==> src/include/tx_cell_pkg.sv <==
// Contract
// - Count load sets the count-transfer flag
// - Reading count status clears transfer flag
// - Load while transfer flag set raises overrun
// - Reading count status clears overrun flag
// - Transfer flag with enable drives interrupt
// - Start-of-cell off word zero flags misplacement
// - Start-of-cell is taken as word zero, write pointer then one
// - Reading interrupt status clears three flags
// - Write into full FIFO flags overflow
// - Bus parity error flagged, sense selectable
// - Misplaced start-of-cell interrupts when enabled
// - FIFO overflow interrupts when enabled
// - Parity disabled still flags, no interrupt
// - Idle cells sent when FIFO empty
// - Idle header octet one carries GFC
// - Idle octet four carries PTI, CLP
// - Idle VPI and VCI all zero
// - Idle payload octets carry pattern, MSB first
// - Load copies counter, restarts at 1/0
// - Only FIFO cells counted, not idle
package tx_cell_pkg;

	localparam int DATA_W      = 16;
	localparam int CELL_WORDS  = 27;
	localparam int FIFO_CELLS  = 4;
	localparam int COUNT_W     = 19;
	localparam int CELL_OCTETS = 53;
	localparam int HCS_OCTET   = 4;
	localparam int ADDR_W      = 12;

	// Register indices; byte address is four times the index
	localparam logic [7:0] IDX_CONFIG1     = 8'h80;
	localparam logic [7:0] IDX_COUNT_STAT  = 8'h82;
	localparam logic [7:0] IDX_INT_EN_STAT = 8'h83;
	localparam logic [7:0] IDX_IDLE_HDR    = 8'h84;
	localparam logic [7:0] IDX_IDLE_PAY    = 8'h85;
	localparam logic [7:0] IDX_COUNT_LOW   = 8'h86;
	localparam logic [7:0] IDX_COUNT_MID   = 8'h87;
	localparam logic [7:0] IDX_COUNT_HIGH  = 8'h88;

	localparam logic [7:0] CONFIG1_RST    = 8'h04;
	localparam logic [7:0] COUNT_STAT_RST = 8'h08;
	localparam logic [7:0] COUNT_STAT_WR  = 8'h8F;
	localparam logic [2:0] INT_EN_RST     = 3'h0;
	localparam logic [7:0] IDLE_HDR_RST   = 8'h01;
	localparam logic [7:0] IDLE_PAY_RST   = 8'h6A;

	localparam int PARITY_SENSE_BIT = 7;
	localparam int XFER_EN_BIT      = 7;
	localparam int INT_EN_LSB       = 5;

	typedef struct packed {
		logic              wr;
		logic              soc;
		logic              par;
		logic [DATA_W-1:0] data;
	} tx_word_type;

	typedef struct packed {
		logic [3:0] gfc;
		logic [2:0] pti;
		logic       clp;
	} idle_hdr_type;

	typedef struct packed {
		logic       valid;
		logic       first;
		logic       idle;
		logic [7:0] octet;
	} line_octet_type;

endpackage

==> src/verilog/bus_word_check.sv <==
`timescale 1ns/100ps
module bus_word_check (
	input  wire logic                  clk_in,
	input  wire logic                  arst_n_in,
	input  wire tx_cell_pkg::tx_word_type pin_word_in,
	input  wire logic                  parity_sense_in,
	output tx_cell_pkg::tx_word_type   word_out,
	output logic                       parity_error_out
);
	tx_cell_pkg::tx_word_type meta_q;
	tx_cell_pkg::tx_word_type sync_q;

	// Bus pins come from the cell source's timing, two stages first
	always_ff @(posedge clk_in or negedge arst_n_in) begin
		if (!arst_n_in) begin
			meta_q <= '0;
			sync_q <= '0;
		end else begin
			meta_q <= pin_word_in;
			sync_q <= meta_q;
		end
	end

	assign word_out = sync_q;
	// Odd sense wants xor of one, even sense wants zero
	assign parity_error_out = sync_q.wr &&
		((^{sync_q.data, sync_q.par}) == parity_sense_in);
endmodule

==> src/verilog/idle_cell_gen.sv <==
`timescale 1ns/100ps
module idle_cell_gen (
	input  wire logic                       clk_in,
	input  wire logic                       arst_n_in,
	input  wire logic                       start_in,
	input  wire logic                       from_fifo_in,
	input  wire tx_cell_pkg::idle_hdr_type  hdr_in,
	input  wire logic [7:0]                 pattern_in,
	output logic                            busy_out,
	output tx_cell_pkg::line_octet_type     octet_out
);
	logic [5:0] idx_q;
	logic       fifo_q;
	logic [7:0] octet_d;

	always_ff @(posedge clk_in or negedge arst_n_in) begin
		if (!arst_n_in) begin
			busy_out <= 1'b0;
			idx_q    <= 6'h00;
			fifo_q   <= 1'b0;
		end else if (start_in && !busy_out) begin
			busy_out <= 1'b1;
			idx_q    <= 6'h00;
			fifo_q   <= from_fifo_in;
		end else if (busy_out) begin
			if (idx_q == 6'(tx_cell_pkg::CELL_OCTETS - 1)) begin
				busy_out <= 1'b0;
			end
			idx_q <= idx_q + 6'h01;
		end
	end

	// HCS is added further down the line, so its slot leaves as zero
	always_comb begin
		octet_d = pattern_in;
		unique case (idx_q)
			6'h00: octet_d = {hdr_in.gfc, 4'h0};
			6'h01, 6'h02: octet_d = 8'h00;
			6'h03: octet_d = {4'h0, hdr_in.pti, hdr_in.clp};
			6'(tx_cell_pkg::HCS_OCTET): octet_d = 8'h00;
			default: octet_d = pattern_in;
		endcase
		if (fifo_q) begin
			octet_d = 8'h00;
		end
	end

	always_ff @(posedge clk_in or negedge arst_n_in) begin
		if (!arst_n_in) begin
			octet_out <= '0;
		end else begin
			octet_out.valid <= busy_out;
			octet_out.first <= busy_out && (idx_q == 6'h00);
			octet_out.idle  <= busy_out && !fifo_q;
			octet_out.octet <= busy_out ? octet_d : 8'h00;
		end
	end
endmodule

==> src/verilog/tx_cell_status_idle_fill.sv <==
`timescale 1ns/100ps
module tx_cell_status_idle_fill #(
	parameter int CELL_WORDS = tx_cell_pkg::CELL_WORDS,
	parameter int FIFO_CELLS = tx_cell_pkg::FIFO_CELLS
) (
	input  wire logic                          clk_in,
	input  wire logic                          arst_n_in,
	input  wire logic                          psel_in,
	input  wire logic                          penable_in,
	input  wire logic                          pwrite_in,
	input  wire logic [tx_cell_pkg::ADDR_W-1:0] paddr_in,
	input  wire logic [31:0]                   pwdata_in,
	output logic [31:0]                        prdata_out,
	output logic                               pready_out,
	output logic                               pslverr_out,
	input  wire logic                          tx_write_enable_in,
	input  wire logic                          tx_start_of_cell_in,
	input  wire logic [tx_cell_pkg::DATA_W-1:0] tx_cell_data_bus_in,
	input  wire logic                          tx_parity_in,
	input  wire logic                          global_monitor_update_in,
	input  wire logic                          cell_slot_in,
	output logic                               irq_out,
	output logic [7:0]                         line_octet_out,
	output logic                               line_octet_valid_out,
	output logic                               line_cell_first_out,
	output logic                               line_idle_cell_out
);
	localparam int PTR_W = $clog2(CELL_WORDS);
	localparam int FILL_W = $clog2(FIFO_CELLS + 1);
	localparam int CW = tx_cell_pkg::COUNT_W;

	// Software registers
	logic [7:0] config1_q;
	logic [7:0] count_stat_q;
	logic [2:0] int_en_q;
	logic [7:0] idle_hdr_q;
	logic [7:0] idle_pay_q;

	// Hardware-set flags
	logic xfer_flag_q;
	logic overrun_flag_q;
	logic soc_flag_q;
	logic fovr_flag_q;
	logic par_flag_q;
	logic [2:0] int_flag_q;
	logic [2:0] int_set;

	// Bus slave state
	logic [7:0] reg_idx;
	logic       addr_ok;
	logic       mapped;
	logic       access;
	logic       done;
	logic       wr_done;
	logic       rd_done;
	logic [7:0] rdata;
	logic [7:0] rd_capt_q;

	// Cell path state
	tx_cell_pkg::tx_word_type     pin_word;
	tx_cell_pkg::tx_word_type     word;
	tx_cell_pkg::line_octet_type  octet;
	logic                         parity_error;
	logic [PTR_W-1:0]             wptr_q;
	logic [FILL_W-1:0]            fill_q;
	logic                         fifo_full;
	logic                         word_taken;
	logic                         cell_done;
	logic                         gen_busy;
	logic                         cell_start;
	logic                         from_fifo;
	logic                         count_event;
	logic                         load;
	logic [CW-1:0]                cnt_q;
	logic [CW-1:0]                count_q;

	// Set terms and clear terms of the flags
	logic xfer_set;
	logic ovr_set;
	logic soc_set;
	logic fovr_set;
	logic par_set;
	logic stat_clr;
	logic int_clr;
	logic irq_d;

	// ---------------- Register bus ----------------

	assign reg_idx = paddr_in[9:2];
	assign addr_ok = (paddr_in[tx_cell_pkg::ADDR_W-1:10] == '0) && (paddr_in[1:0] == 2'h0);
	assign access  = psel_in && penable_in;
	assign done    = access && pready_out;
	assign wr_done = done && pwrite_in && mapped;
	assign rd_done = done && !pwrite_in && mapped;

	always_comb begin
		mapped = addr_ok;
		rdata  = 8'h00;
		unique case (reg_idx)
			tx_cell_pkg::IDX_CONFIG1:
				rdata = config1_q;
			tx_cell_pkg::IDX_COUNT_STAT:
				rdata = {count_stat_q[7], xfer_flag_q, overrun_flag_q, 1'b0,
					count_stat_q[3:0]};
			tx_cell_pkg::IDX_INT_EN_STAT:
				rdata = {int_en_q, 2'h0, par_flag_q, fovr_flag_q, soc_flag_q};
			tx_cell_pkg::IDX_IDLE_HDR:
				rdata = idle_hdr_q;
			tx_cell_pkg::IDX_IDLE_PAY:
				rdata = idle_pay_q;
			tx_cell_pkg::IDX_COUNT_LOW:
				rdata = count_q[7:0];
			tx_cell_pkg::IDX_COUNT_MID:
				rdata = count_q[15:8];
			tx_cell_pkg::IDX_COUNT_HIGH:
				rdata = {5'h00, count_q[CW-1:16]};
			default:
				mapped = 1'b0;
		endcase
	end

	// One wait state lets read data leave straight from a flop
	always_ff @(posedge clk_in or negedge arst_n_in) begin
		if (!arst_n_in) begin
			pready_out  <= 1'b0;
			pslverr_out <= 1'b0;
			prdata_out  <= 32'h0000_0000;
			rd_capt_q   <= 8'h00;
		end else if (access && !pready_out) begin
			pready_out  <= 1'b1;
			pslverr_out <= !mapped;
			prdata_out  <= (mapped && !pwrite_in) ? {24'h00_0000, rdata} : 32'h0000_0000;
			rd_capt_q   <= rdata;
		end else begin
			pready_out  <= 1'b0;
			pslverr_out <= 1'b0;
		end
	end

	// Reserved bits are stored as written, except count status and interrupt enable, which drop theirs; software keeps them at default
	always_ff @(posedge clk_in or negedge arst_n_in) begin
		if (!arst_n_in) begin
			config1_q    <= tx_cell_pkg::CONFIG1_RST;
			count_stat_q <= tx_cell_pkg::COUNT_STAT_RST;
			int_en_q     <= tx_cell_pkg::INT_EN_RST;
			idle_hdr_q   <= tx_cell_pkg::IDLE_HDR_RST;
			idle_pay_q   <= tx_cell_pkg::IDLE_PAY_RST;
		end else if (wr_done) begin
			unique case (reg_idx)
				tx_cell_pkg::IDX_CONFIG1:
					config1_q <= pwdata_in[7:0];
				tx_cell_pkg::IDX_COUNT_STAT:
					count_stat_q <= pwdata_in[7:0] & tx_cell_pkg::COUNT_STAT_WR;
				tx_cell_pkg::IDX_INT_EN_STAT:
					int_en_q <= pwdata_in[7:tx_cell_pkg::INT_EN_LSB];
				tx_cell_pkg::IDX_IDLE_HDR:
					idle_hdr_q <= pwdata_in[7:0];
				tx_cell_pkg::IDX_IDLE_PAY:
					idle_pay_q <= pwdata_in[7:0];
				default: ;
			endcase
		end
	end

	// ---------------- Cell write side ----------------

	assign pin_word = '{wr: tx_write_enable_in, soc: tx_start_of_cell_in,
		par: tx_parity_in, data: tx_cell_data_bus_in};

	bus_word_check u_bus_word_check (
		.clk_in           (clk_in),
		.arst_n_in        (arst_n_in),
		.pin_word_in      (pin_word),
		.parity_sense_in  (config1_q[tx_cell_pkg::PARITY_SENSE_BIT]),
		.word_out         (word),
		.parity_error_out (parity_error)
	);

	assign fifo_full  = (fill_q == FILL_W'(FIFO_CELLS));
	assign word_taken = word.wr && !fifo_full;
	// A start word is word zero, so a cell can close on the last word only
	assign cell_done  = word_taken && !word.soc && (wptr_q == PTR_W'(CELL_WORDS - 1));

	always_ff @(posedge clk_in or negedge arst_n_in) begin
		if (!arst_n_in) begin
			wptr_q <= '0;
		end else if (word.wr && word.soc) begin
			wptr_q <= word_taken ? PTR_W'(1) : '0;
		end else if (cell_done) begin
			wptr_q <= '0;
		end else if (word_taken) begin
			wptr_q <= wptr_q + PTR_W'(1);
		end
	end

	// ---------------- Line side ----------------

	assign cell_start  = cell_slot_in && !gen_busy;
	assign from_fifo   = (fill_q != '0);
	assign count_event = cell_start && from_fifo;

	always_ff @(posedge clk_in or negedge arst_n_in) begin
		if (!arst_n_in) begin
			fill_q <= '0;
		end else if (cell_done && !count_event) begin
			fill_q <= fill_q + FILL_W'(1);
		end else if (count_event && !cell_done) begin
			fill_q <= fill_q - FILL_W'(1);
		end
	end

	idle_cell_gen u_idle_cell_gen (
		.clk_in       (clk_in),
		.arst_n_in    (arst_n_in),
		.start_in     (cell_start),
		.from_fifo_in (from_fifo),
		.hdr_in       (tx_cell_pkg::idle_hdr_type'(idle_hdr_q)),
		.pattern_in   (idle_pay_q),
		.busy_out     (gen_busy),
		.octet_out    (octet)
	);

	assign line_octet_out       = octet.octet;
	assign line_octet_valid_out = octet.valid;
	assign line_cell_first_out  = octet.first;
	assign line_idle_cell_out   = octet.idle;

	// ---------------- Cell count ----------------

	assign load = global_monitor_update_in || (wr_done &&
		(reg_idx >= tx_cell_pkg::IDX_COUNT_LOW) && (reg_idx <= tx_cell_pkg::IDX_COUNT_HIGH));

	// Counter sticks at its top rather than wrap if software never polls
	always_ff @(posedge clk_in or negedge arst_n_in) begin
		if (!arst_n_in) begin
			cnt_q   <= '0;
			count_q <= '0;
		end else if (load) begin
			count_q <= cnt_q;
			cnt_q   <= count_event ? CW'(1) : '0;
		end else if (count_event && (cnt_q != '1)) begin
			cnt_q <= cnt_q + CW'(1);
		end
	end

	// ---------------- Status flags ----------------

	assign xfer_set = load;
	assign ovr_set  = load && xfer_flag_q;
	assign soc_set  = word.wr && word.soc && (wptr_q != '0);
	assign fovr_set = word.wr && fifo_full;
	assign par_set  = parity_error;
	// Only bits already shown to software are cleared by its read
	assign stat_clr = rd_done && (reg_idx == tx_cell_pkg::IDX_COUNT_STAT);
	assign int_clr  = rd_done && (reg_idx == tx_cell_pkg::IDX_INT_EN_STAT);

	always_ff @(posedge clk_in or negedge arst_n_in) begin
		if (!arst_n_in) begin
			xfer_flag_q    <= 1'b0;
			overrun_flag_q <= 1'b0;
		end else begin
			xfer_flag_q    <= xfer_set || (xfer_flag_q && !(stat_clr && rd_capt_q[6]));
			overrun_flag_q <= ovr_set || (overrun_flag_q && !(stat_clr && rd_capt_q[5]));
		end
	end

	// Bit order matches the status field: misplaced start, overflow, parity
	assign int_set = {par_set, fovr_set, soc_set};

	for (genvar i = 0; i < 3; i++) begin : g_int_flag
		always_ff @(posedge clk_in or negedge arst_n_in) begin
			if (!arst_n_in) begin
				int_flag_q[i] <= 1'b0;
			end else begin
				int_flag_q[i] <= int_set[i] || (int_flag_q[i] && !(int_clr && rd_capt_q[i]));
			end
		end
	end

	assign soc_flag_q  = int_flag_q[0];
	assign fovr_flag_q = int_flag_q[1];
	assign par_flag_q  = int_flag_q[2];

	// ---------------- Interrupt ----------------

	assign irq_d = (xfer_flag_q && count_stat_q[tx_cell_pkg::XFER_EN_BIT]) ||
		(soc_flag_q && int_en_q[0]) ||
		(fovr_flag_q && int_en_q[1]) ||
		(par_flag_q && int_en_q[2]);

	always_ff @(posedge clk_in or negedge arst_n_in) begin
		if (!arst_n_in) begin
			irq_out <= 1'b0;
		end else begin
			irq_out <= irq_d;
		end
	end

endmodule

==> config.mk <==
export PLATFORM = sky130hd
export DESIGN_NAME = tx_cell_status_idle_fill
export DESIGN_NICKNAME = d
export VERILOG_FILES = /design/src/include/tx_cell_pkg.sv /design/src/verilog/bus_word_check.sv /design/src/verilog/idle_cell_gen.sv /design/src/verilog/tx_cell_status_idle_fill.sv
export SDC_FILE = /design/constraint.sdc
export NUM_CORES = 1
export LEC_CHECK = 0
export BUFFER_PORTS_ARGS = -buffer_cell sky130_fd_sc_hd__buf_4
export CAP_MARGIN = 20
export CELL_PAD_IN_SITES_DETAIL_PLACEMENT = 1
export CELL_PAD_IN_SITES_GLOBAL_PLACEMENT = 1
export CORE_MARGIN = 8
export CORE_UTILIZATION = 48
export DETAILED_ROUTE_END_ITERATION = 16
export HOLD_SLACK_MARGIN = 0.02
export PLACE_DENSITY = 0.92
export RECOVER_POWER = 100
export SYNTH_ARGS = -nofsm -noshare
export SYNTH_HDL_FRONTEND = slang
export SYNTH_HIERARCHICAL = 1
export SYNTH_SLANG_ARGS = --single-unit
==> constraint.sdc <==
create_clock -name clk_in -period 3.7 [get_ports clk_in]
set_input_delay 0.37 -clock clk_in [delete_from_list [all_inputs] [get_ports clk_in]]
set_output_delay 0.37 -clock clk_in [all_outputs]
set_load 0.02 [all_outputs]
## Yosys cells after proc, flatten, opt, wreduce, memory -nomap -nowiden

Index checks and enable logic that the tools add are counted.

- Add/sub/neg operators: 5
- $lt $le $gt $ge: 2
- Equal/unequal tests: 17
- Mux-type cells: 22
- Reduce and logical (&&, ||, !) cells: 83

Operators by type and width:

| cell | count |
|---|---|
| equality test 8 bit, second input constant | 8 |
| one-hot mux 8 bit (8 select lines) | 1 |
| logical AND 1 bit | 43 |
| two-way mux 19 bit | 2 |
| two-way mux 8 bit | 3 |
| one-hot mux 8 bit (3 select lines) | 1 |
| adder 19 x 1 -> 19 bit, second input constant | 1 |
| != test 19 bit, second input constant | 1 |
| XOR reduction 17 bit | 1 |
| two-way mux 5 bit | 3 |
| logical NOT 1 bit | 14 |
| equality test 6 x 2 -> 1 bit, second input constant | 2 |
| two-way mux 6 bit | 2 |
| AND reduction 2 bit | 5 |
| logical OR 1 bit | 9 |
| >= comparator 8 bit, second input constant | 1 |
| <= comparator 8 bit, second input constant | 1 |
| two-way mux 1 bit | 8 |
| OR reduction 8 bit | 1 |
| adder 6 x 1 -> 6 bit, second input constant | 1 |
| equality test 6 x 1 -> 1 bit, second input constant | 1 |
| equality test 6 x 3 -> 1 bit, second input constant | 1 |
| equality test 6 bit, second input constant | 1 |
| logical NOT 6 bit | 1 |
| other kinds (12) | 17 |

- Bits in registers: 182
- Input port bits: 70
- Word-level logic and storage cells: 163

## Depth between registers and ports, before layout

Gate-level depths: netlist (run 1).

- Depth after elaboration: 9
- Gate-level depth with buffers: 10
- Mapped depth without buffers: 10

## By module

Netlist (run 1), hierarchy kept.

Modules (own cells, without submodules):

| module | times used | cells an instance | area an instance (um^2) | sequential area each (um^2) |
|---|---|---|---|---|
| tx_cell_status_idle_fill | 1 | 505 | 5,141.2 | 2,486.1 |
| bus_word_check | 1 | 56 | 1,139.8 | 950.9 |
| idle_cell_gen | 1 | 95 | 999.7 | 475.5 |

## Worst setup path after synthesis (run 1)

OpenSTA, ideal clock, no wires.

- Kind: in2reg
- From: input port paddr_in[11] in the netlist's numbering
- To: register config1_q[0]
- Arrival: 2.008 ns
- Data required time: 3.575 ns
- Slack: 1.567 ns
- Stages: 4
- Cell sequence: or4_4 -> nor4_4 -> nor4b_4 -> mux2_2

- Word-level cells in the longest chain between the ends: 5

Ends and longest elaborated chain:

| what | line | text |
|---|---|---|
| start: declaration | tx_cell_status_idle_fill.sv:11 | `input wire logic [tx_cell_pkg::ADDR_W-1:0] paddr_in,` |
| logical NOT 2 bit | tx_cell_status_idle_fill.sv:90 | `assign addr_ok = (paddr_in[tx_cell_pkg::ADDR_W-1:10] == '0) && (paddr_in[1:0] == 2'h0);` |
| logical AND 1 bit | tx_cell_status_idle_fill.sv:90 |  |
| two-way mux 1 bit | tx_cell_status_idle_fill.sv:99 | `unique case (reg_idx)` |
| logical AND 1 bit | tx_cell_status_idle_fill.sv:93 | `assign wr_done = done && pwrite_in && mapped;` |
| AND reduction 2 bit (no line) | -- |  |
| end signal: assignment | tx_cell_status_idle_fill.sv:143 | `config1_q <= tx_cell_pkg::CONFIG1_RST;` |
| end signal: assignment | tx_cell_status_idle_fill.sv:151 | `config1_q <= pwdata_in[7:0];` |
| end: declaration | tx_cell_status_idle_fill.sv:33 | `logic [7:0] config1_q;` |

No other way between the ends.
A chain may end at the register's enable or synchronous reset.

## Final worst setup path (run 1)

- From: input port paddr_in[7] in the netlist's numbering
- To: register count_q[6]

- Word-level cells in the longest chain between the ends: 7

Ends and longest elaborated chain:

| what | line | text |
|---|---|---|
| equality test 8 bit | tx_cell_status_idle_fill.sv:99 |  |
| OR reduction 8 bit (no line) | -- |  |
| two-way mux 1 bit | tx_cell_status_idle_fill.sv:99 |  |
| logical AND 1 bit | tx_cell_status_idle_fill.sv:93 |  |
| logical AND 1 bit | tx_cell_status_idle_fill.sv:230 | `assign load = global_monitor_update_in \|\| (wr_done &&` |
| logical AND 1 bit * | tx_cell_status_idle_fill.sv:231 | `(reg_idx >= tx_cell_pkg::IDX_COUNT_LOW) && (reg_idx <= tx_cell_pkg::IDX_COUNT_HIGH));` |
| logical OR 1 bit * | tx_cell_status_idle_fill.sv:230 |  |
| end signal: assignment | tx_cell_status_idle_fill.sv:239 | `count_q <= cnt_q;` |
| end: declaration | tx_cell_status_idle_fill.sv:75 | `logic [CW-1:0] count_q;` |

Mark *: on every way between the ends. The rest lies on a longest branch, timed or not.

==> impl_summary.log, run 1 <==
[metrics] run status: completed
[metrics] net switching component of the power: 1334 uW
[metrics] Max Clk Rate: approximately 340 MHz
[metrics] dominant combinational cell family by area after synthesis: simple AND/OR/NAND/NOR gates
[metrics] Critical R2R Launch: fill_q[0]$_DFFE_PN0P_
[metrics] fraction of layout cells with a size suffix above 1: about 18%
[metrics] Area Overhead vs Synth: 13.04%
[metrics] largest net degree at the start of global routing: 121
[metrics] compound-gate portion of the synthesized area: between 10% and 20%
[metrics] cell total after placement: 887
[metrics] Initial Util: 48.43%
[metrics] fin nets: 801
[metrics] # clock sinks: 156
[metrics] Setup-failing EPs final: 0
[metrics] final critical path time including I/O delays and setup: 2.923 ns
[metrics] count of filler cells inserted in the layout: 1618
[metrics] critical path required time: just over 4 ns
[metrics] number of optimization iterations in the first detailed-route pass: 5
[metrics] total detailed-routing wirelength: 20520 um
[metrics] total count of max-transition violations in the final report: 0
[metrics] share of total power in the clock network: a little under two fifths
[metrics] post-CTS repair timing setup buffer count: 0
[metrics] type of the most critical hold path: in2reg
[metrics] via total after detailed routing: 5574
[metrics] Routed Antenna Nets: 0
[metrics] Antenna Cells: 0
[metrics] total count of hold-check failures in the final report: 0
[metrics] post-synthesis cell count: 656
[metrics] Tightest Pin Transition: around 1.4 ns
[metrics] Hold Startpoint: tx_cell_data_bus_in[4]
[metrics] count of cells along the worst hold path: 1
[metrics] minimum setup slack among reg-to-reg paths: ~0.95 ns
[metrics] max-cap check violation count: 0
[metrics] switching portion of total power: 31.30%
[metrics] final worst clock skew: 0.009315 ns
[metrics] headroom to the max-slew limit: 7.187%
[metrics] final cell count without fillers: 922
[metrics] GPL Wtd Cong: 0.8835
[metrics] sequential fraction of design power: 46.4%
[metrics] area share of fa/ha/maj cells after synthesis: between 1.5 and 2%
[metrics] hold_buf cts: 0
[metrics] critical path launch point type: input port
[metrics] Inserted Clock Buffers: 17
[metrics] destination of the worst register-to-register timing path: fill_q[2]$_DFFE_PN0P_
[metrics] number of flip-flops and latches in the synthesized netlist: 156
[metrics] number of vias per cell: 6.046
[metrics] die area: around 0.019 sq mm
[metrics] type of destination of the critical path: flop
[metrics] insertion delay to the later sink of the worst-skew pair: between 0.4 and 0.5 ns
[metrics] share of synthesized area spent on multiplexers: 7.665%
[metrics] cell-internal power: 2928 uW
[metrics] Die X: about 140 um
[metrics] crit path kind: in2reg
[metrics] area after detailed placement: around 0.0078 sq mm
[metrics] number of enable flip-flop cells after synthesis: 0
[metrics] Power Density: 517.8 mW/mm^2
[metrics] Final Core Density: 54.75%
[metrics] simple-gate share of the synthesized area: 17.24%
[metrics] clock transition at the registers of the reported paths: 0.06 ns
[metrics] IR Drop Worst-Case VDD: 322.2 uV
[metrics] wire length of the first global-routing pass: between 30000 and 40000 um
[metrics] Port Buffer Count: 67
[metrics] share of synthesized area occupied by flip-flops and latches: 53.74%
[metrics] setup repair after global routing missed its margin: no
[metrics] area share of xor/xnor cells in the synthesized design: around 4.1%
[metrics] Clock Root Buffer: clkbuf_16
[metrics] # H-tree levels: 4
[metrics] CORE AREA: 0.01503 sq mm
[metrics] area of the mapped netlist: 0.007281 sq mm
[metrics] number of global-route vias before repair: ~6200
[metrics] Remaining DRCs: 0
[metrics] YS warnings: 6
[metrics] Post-Route Setup TNS: 0 ns
[metrics] post-route cell area: 0.008230 sq mm
[metrics] sum of net half-perimeters after detailed placement: roughly 14000 um
[metrics] worst-path fanout max: 37
[metrics] number of antenna violations at the first check in global routing: 0
[metrics] mean instance size in the synthesized netlist: 11.10 sq um
[metrics] maximum buffer depth of the clock tree: 2
[metrics] total global-route track usage: 21.97%
[metrics] worst endpoint data arrival time: ~3.3 ns
[metrics] post-synthesis async set-or-reset flop share: 100.0%
[metrics] count of different cell masters after synthesis: 71
[metrics] final critical-path share of the clock period: 78.99%
[metrics] dominant register cell in the synthesized netlist: dfrtp_1
[metrics] destination of the worst hold path: u_bus_word_check/meta_q[4]$_DFF_PN0_
[metrics] Iteration-0 DRC Markers: between 500 and 600
[metrics] total number of placement rows: 45
[metrics] total leakage power: around 0.0037 uW
[metrics] TritonCTS clock tree: yes
[metrics] die outline height: approximately 140 um
[metrics] top-level I/O count: roughly 120
[metrics] combinational share of power: 16.6%
[metrics] cell count of the worst reg-to-reg path: 10
[metrics] Routed WL per cell: ~22 um
[metrics] number of gates resized after CTS: 0
[metrics] total congestion overflow: 0
[state kept, by name, summed over array words and instances (netlist names), 3 cells and up]
register and flops:
fill_q 3, u_idle_cell_gen/octet_out 11, u_bus_word_check/meta_q 19, count_q 19, u_idle_cell_gen/idx_q 6, int_en_q 3, idle_hdr_q 8, rd_capt_q 5
prdata_out 8, config1_q 8, idle_pay_q 8, count_stat_q 5, cnt_q 19, wptr_q 5, u_bus_word_check/word_out 19
[synth_stat cells, types with 2 or more instances]
| cell | n | area share, % |
|---|---|---|
| o31ai_1 | 9 | 0.93 |
| nor2_1 | 24 | 1.2 |
| buf_4 | 28 | 2.9 |
| nand2b_1 | 3 | 0.26 |
| o21ai_0 | 24 | 1.6 |
| xor2_1 | 12 | 1.4 |
| buf_1 | 6 | 0.31 |
| dfstp_2 | 7 | 2.5 |
| a21oi_1 | 11 | 0.76 |
| clkbuf_1 | 10 | 0.52 |
| a211oi_1 | 2 | 0.21 |
| a32oi_1 | 3 | 0.36 |
| a31oi_1 | 4 | 0.34 |
| mux2_2 | 36 | 5.6 |
| o211ai_1 | 9 | 0.93 |
| nand4_1 | 18 | 1.5 |
| nor2b_1 | 8 | 0.69 |
| or4_1 | 6 | 0.62 |
| nand3_1 | 29 | 2.0 |
| xnor2_1 | 13 | 1.6 |
| and4_1 | 2 | 0.24 |
| nor3_1 | 11 | 0.76 |
| buf_2 | 7 | 0.48 |
| a21o_1 | 2 | 0.21 |
| nor4_1 | 4 | 0.34 |
| or3_1 | 3 | 0.26 |
| a22o_1 | 9 | 1.1 |
| a22oi_1 | 6 | 0.62 |
| o2111ai_1 | 9 | 1.1 |
| o2bb2ai_1 | 3 | 0.36 |
| xnor3_1 | 2 | 0.62 |
| dfrtp_1 | 149 | 51 |
| or2_2 | 4 | 0.34 |
| nand2_1 | 94 | 4.8 |
| mux2i_1 | 13 | 1.8 |
| nor4b_4 | 2 | 0.65 |
| and3_1 | 5 | 0.43 |
| nor4bb_1 | 2 | 0.27 |
| and2_1 | 5 | 0.43 |
| inv_1 | 18 | 0.93 |
| a41oi_1 | 2 | 0.24 |
| xnor2_2 | 2 | 0.45 |
| nand4b_1 | 2 | 0.24 |
| ha_1 | 9 | 1.5 |
| a221oi_1 | 3 | 0.36 |
[kinds of logic (layout without fill, tap and decap cells)]
logic type                 count (synthesis)  count (layout)
buffers and inverters                     70             125
xor gates and xnor gates                  29              29
adders and majority gates                 10              10
DFF                                      156             156
other                                      1              24
AOI/OAI and AO/OA                        104             104
and+or+nand+nor                          236             236
muxes                                     50              50
[power groups by stage]
| stage | Combinational, uW | Sequential, uW | Clock, uW |
|---|---|---|---|
| after floorplan | 549 | 1940 | 0 |
| after global placement | 640 | 1980 | 0 |
| final | 709 | 1980 | 1570 |
| after detailed placement | 703 | 2000 | 0 |
| after global routing | 762 | 2000 | 1660 |
| after CTS | 721 | 1980 | 1590 |
[cells in the final DEF (no fill, tap or decap), types with 13 or more instances in the layout]
master     count
clkbuf_16     17
nor2_1        24
nand4_1       18
mux2i_1       13
inv_1         18
xnor2_1       13
nand2_1       94
mux2_2        34
nand3_1       29
o21ai_0       24
buf_4         27
clkbuf_4      21
clkbuf_1      29
conb_1        24
dfrtp_1      149
[routing by layer]
layer / routed length, um / part of all wire [%] / track usage, % / vias up
met5: 0 / 0 / 0 / -
met4: 866 / 4.2 / 11.27 / 0
met3: 1213 / 5.9 / 5.921 / 67
met2: 10460 / 51 / 38.02 / 235
met1: 7979 / 39 / 24.49 / 2843
li1: - / - / - / 2429
[how the worst max path moves through the flow]
stage | slack [ns] | startpoint | endpoint
after global routing | 0.46 | arst_n_in | u_bus_word_check/meta_q[16]$_DFF_PN0_
final | 0.78 | paddr_in[7] | count_q[6]$_DFFE_PN0N_
after CTS | 1.09 | fill_q[0]$_DFFE_PN0P_ | fill_q[2]$_DFFE_PN0P_
after floorplan | 1.57 | paddr_in[11] | config1_q[0]$_DFFE_PN0P_
after global placement | 1.17 | paddr_in[7] | config1_q[0]$_DFFE_PN0P_
after detailed placement | 1.12 | paddr_in[7] | config1_q[0]$_DFFE_PN0P_
[cell type report]
| cell class | count | area [sq um] | share of cell area (%) |
|---|---|---|---|
| Timing Repair Buffer | 75 | 467.9 | 5.686 |
| Tap cell | 188 | 235.2 | 2.858 |
| Inverter | 18 | 67.56 | 0.8209 |
| Multi-Input combinational cell | 453 | 3023 | 36.73 |
| Sequential cell | 156 | 3913 | 47.54 |
| Clock buffer | 21 | 450.4 | 5.473 |
| Clock inverter | 11 | 73.82 | 0.8969 |
[stage by stage]
stage / setup WS, ns / total power (uW) / hold slack (ns)
5_1_grt: 0.4631 / 4422 / 0.05032
2_1_floorplan: 1.567 / 2491 / 0.07441
3_3_place_gp: 1.167 / 2624 / 0.3334
6_report: 0.7774 / 4262 / 0.06888
4_1_cts: 1.091 / 4288 / 0.03399
3_5_place_dp: 1.122 / 2707 / 0.3356
[critical path, stage by stage]
cell and delay, ns:
clkbuf_4 0.11, nor4b_1 0.98, and4_1 0.40, a31o_1 1.03, nand2_1 0.23, nand2_1 0.14
(Power assumes the default switching activity.)
==> run 2: changes to the inputs <==
--- a/config.mk
+++ b/config.mk
@@ -10,10 +10,10 @@
 export CELL_PAD_IN_SITES_DETAIL_PLACEMENT = 1
 export CELL_PAD_IN_SITES_GLOBAL_PLACEMENT = 1
 export CORE_MARGIN = 8
-export CORE_UTILIZATION = 48
+export CORE_UTILIZATION = 45
 export DETAILED_ROUTE_END_ITERATION = 16
 export HOLD_SLACK_MARGIN = 0.02
-export PLACE_DENSITY = 0.92
+export PLACE_DENSITY = 0.87
 export RECOVER_POWER = 100
 export SYNTH_ARGS = -nofsm -noshare
 export SYNTH_HDL_FRONTEND = slang
==> constraint.sdc (replaced) <==
create_clock -name clk_in -period 2.7 [get_ports clk_in]
set_input_delay 0.27 -clock clk_in [delete_from_list [all_inputs] [get_ports clk_in]]
set_output_delay 0.27 -clock clk_in [all_outputs]
set_load 0.02 [all_outputs]
==> impl_summary.log, run 2 (same netlist as run 1, synthesis figures left out) <==
[metrics] run status: finished with violations
[metrics] violated checks: max-capacitance violations, max-slew violations
[metrics] sequential fraction of design power: 43.4% (-3.0 points)
[metrics] total detailed-routing wirelength: 23970 um (+17%)
[metrics] via total after detailed routing: 5778 (+3.7%)
[metrics] Initial Util: 46.00% (-2.4 points)
[metrics] overall power: 6209 uW (+46%)
[metrics] setup repair after global routing missed its margin: no
[metrics] fin nets: 828 (+3.4%)
[metrics] maximum buffer depth of the clock tree: 2 (unchanged)
[metrics] Iteration-0 DRC Markers: 424 (-19%)
[metrics] worst slack on hold paths: 0.09965 ns (+0.03077 ns)
[metrics] Tightest Pin Transition: 1.614 ns (+0.2219 ns)
[metrics] minimum setup slack among reg-to-reg paths: 0.05 ns (-0.90 ns)
[metrics] Final Core Density: 54.31% (-0.44 points)
[metrics] cell count of the worst reg-to-reg path: 5 (-5)
[metrics] critical path launch point type: flop
[metrics] net switching component of the power: 1982 uW (+49%)
[metrics] crit path kind: reg2reg
[metrics] total congestion overflow: 0 (unchanged)
[metrics] worst endpoint data arrival time: 2.96 ns (-0.32 ns)
[metrics] share of total power in the clock network: 39.3% (+2.4 points)
[metrics] critical path required time: 3.01 ns (-1.04 ns)
[metrics] # H-tree levels: 4 (unchanged)
[metrics] combinational share of power: 17.2% (+0.6 points)
[metrics] worst-path fanout max: 8 (-78%)
[metrics] total count of max-transition violations in the final report: 60 (+60)
[metrics] headroom to the max-slew limit: -7.609% (-15 points)
[metrics] most frequent standard cell in the layout excluding fill and tap cells: dfrtp_1
[metrics] # clock sinks: 156 (unchanged)
[metrics] max-cap check violation count: 1 (+1)
[metrics] destination of the worst register-to-register timing path: config1_q[6]$_DFFE_PN0P_
[metrics] Routed Antenna Nets: 0 (unchanged)
[metrics] fraction of layout cells with a size suffix above 1: 18.16% (+0.31 points)
[metrics] Crit path depth: 5 (-1)
[metrics] number of global-route vias before repair: 6327 (+1.9%)
[metrics] wire length of the first global-routing pass: 37250 um (+11%)
[metrics] crit-path leading delay family: simple AND/OR/NAND/NOR gates
[metrics] cell total after placement: 924 (+4.2%)
[metrics] switching portion of total power: 31.92% (+0.62 points)
[metrics] launching element of the worst setup path: pready_out$_DFF_PN0_
[metrics] top-level I/O count: 116 (unchanged)
[metrics] IR Drop Worst-Case VDD: 459.8 uV (+43%)
[metrics] Inserted Clock Buffers: 17 (unchanged)
[metrics] Critical path destination: config1_q[6]$_DFFE_PN0P_
[metrics] Routed WL per cell: 24.56 um (+10%)
[metrics] Power Density: 722.3 mW/mm^2 (+40%)
[metrics] cell with the largest stage delay on the worst path: nor4b_1
[metrics] die outline height: 143.2 um (+2.9%)
[metrics] final cell count without fillers: 976 (+5.9%)
[metrics] Setup-failing EPs final: 0 (unchanged)
[metrics] insertion delay to the later sink of the worst-skew pair: 0.44 ns (about the same)
[metrics] number of vias per cell: 5.920 (-2.1%)
[metrics] TritonCTS clock tree: yes
[metrics] die area: 0.02051 sq mm (+5.9%)
[metrics] Remaining DRCs: 0 (unchanged)
[metrics] Area Overhead vs Synth: 18.06%
[metrics] number of optimization iterations in the first detailed-route pass: 5 (unchanged)
[metrics] Antenna Cells: 0 (unchanged)
[metrics] CORE AREA: 0.01583 sq mm (+5.3%)
[metrics] Max Clk Rate: between 300 and 400 MHz
[metrics] total leakage power: 0.003890 uW (+4.3%)
[metrics] CP peak stage delay: 0.68 ns (-0.35 ns)
[metrics] worst-path cell chain: nand3_1 > nor4_4 > nor4b_1 > clkbuf_2 > mux2_1
[metrics] type of destination of the critical path: flop
[metrics] GPL Wtd Cong: 0.9356 (+5.9%)
[metrics] type of the most critical hold path: in2reg
[metrics] sum of net half-perimeters after detailed placement: 15200 um (+11%)
[metrics] Port Buffer Count: 67 (unchanged)
[metrics] clock transition at the registers of the reported paths: 0.07 ns (about the same)
[metrics] largest net degree at the start of global routing: 61 (-50%)
[metrics] Die X: 143.2 um (+2.9%)
[metrics] total number of placement rows: 46 (+2.2%)
[metrics] Critical R2R Launch: pready_out$_DFF_PN0_
[metrics] post-CTS repair timing setup buffer count: 0 (unchanged)
[metrics] number of buffers and inverters on the critical path: 1 (unchanged)
[metrics] final worst clock skew: 0.01126 ns (+0.001948 ns)
[metrics] highest-count cells in the layout ignoring fill and taps: 149 x dfrtp_1, 94 x nand2_1, 30 x mux2_2, 30 x buf_4, 29 x nand3_1
[metrics] total count of hold-check failures in the final report: 0 (unchanged)
[metrics] Clock Root Buffer: clkbuf_16
[metrics] final critical-path share of the clock period: a little over nine tenths
[metrics] Post-Route Setup TNS: 0 ns (unchanged)
[metrics] total global-route track usage: 24.47% (+2.5 points)
[metrics] number of antenna violations at the first check in global routing: 0 (unchanged)
[metrics] final critical path time including I/O delays and setup: 2.651 ns
[metrics] count of filler cells inserted in the layout: 1700 (+5.1%)
[metrics] cell-internal power: 4227 uW (+44%)
## run 2: cell types whose count changed in the layout (fill, tap and decap cells not counted), moves of 3 or more
cell and delta:
clkbuf_2 +6, clkbuf_4 -3, inv_6 +5, dlygate4sd3_1 +19, mux2_1 +4, clkinv_2 -5, mux2_2 -4, buf_4 +3
## run 2: power groups by stage
stage	Clock [uW]	Sequential (uW)	Combinational, uW
finish	2440	2700	1070
floorplan	0	2660	753
detailed placement	0	2720	1010
global placement	0	2700	923
global route	2570	2720	1150
CTS	2450	2690	1070
## run 2: area by class of cell
type                       count  area (sq um)  area share, %
multi-input combinational    453          3048          35.46
clock inverter                14         160.2          1.863
inverter                      18         67.56         0.7860
clock buffer                  17         425.4          4.949
sequential                   156          3913          45.52
tap                          216         270.3          3.144
timing repair buffer         102         711.9          8.282
## run 2: worst min-delay path by stage
stage | startpoint | to | slack (ns) | depth (start not counted)
final | pwdata_in[4] | idle_hdr_q[4]$_DFFE_PN0P_ | 0.1 | 2
after floorplan | arst_n_in | cnt_q[0]$_DFFE_PN0P_ | -0.03 | 0
after global placement | arst_n_in | u_bus_word_check/meta_q[18]$_DFF_PN0_ | 0.26 | 1
after detailed placement | arst_n_in | u_bus_word_check/meta_q[17]$_DFF_PN0_ | 0.27 | 1
after CTS | pwdata_in[4] | idle_hdr_q[4]$_DFFE_PN0P_ | 0.09 | 2
after global routing | pwdata_in[4] | idle_hdr_q[4]$_DFFE_PN0P_ | 0.08 | 2
## run 2: stage by stage
stage	instance area [sq um]	worst slack [ns]
final	8596	0.04886
after global routing	8596	0.01247
after CTS	8737	0.2887
after detailed placement	7951	0.3319
after global placement	7951	0.3955
after floorplan	7367	0.6146
## run 2: routing by layer
| metal | part of all wire [%] | GRT usage, % | vias to the layer above |
|---|---|---|---|
| met2 | 52 | 42.09 | 263 |
| met5 | 0 | 0 | - |
| met4 | 5.8 | 15.21 | 0 |
| met3 | 6.3 | 6.077 | 85 |
| li1 | - | - | 2483 |
| met1 | 36 | 26.63 | 2947 |
## run 2: what timing repair did
action,in CTS,in global routing
hold buffers,20,0
gates resized for setup,0,0
hold endpoints to repair,73,0
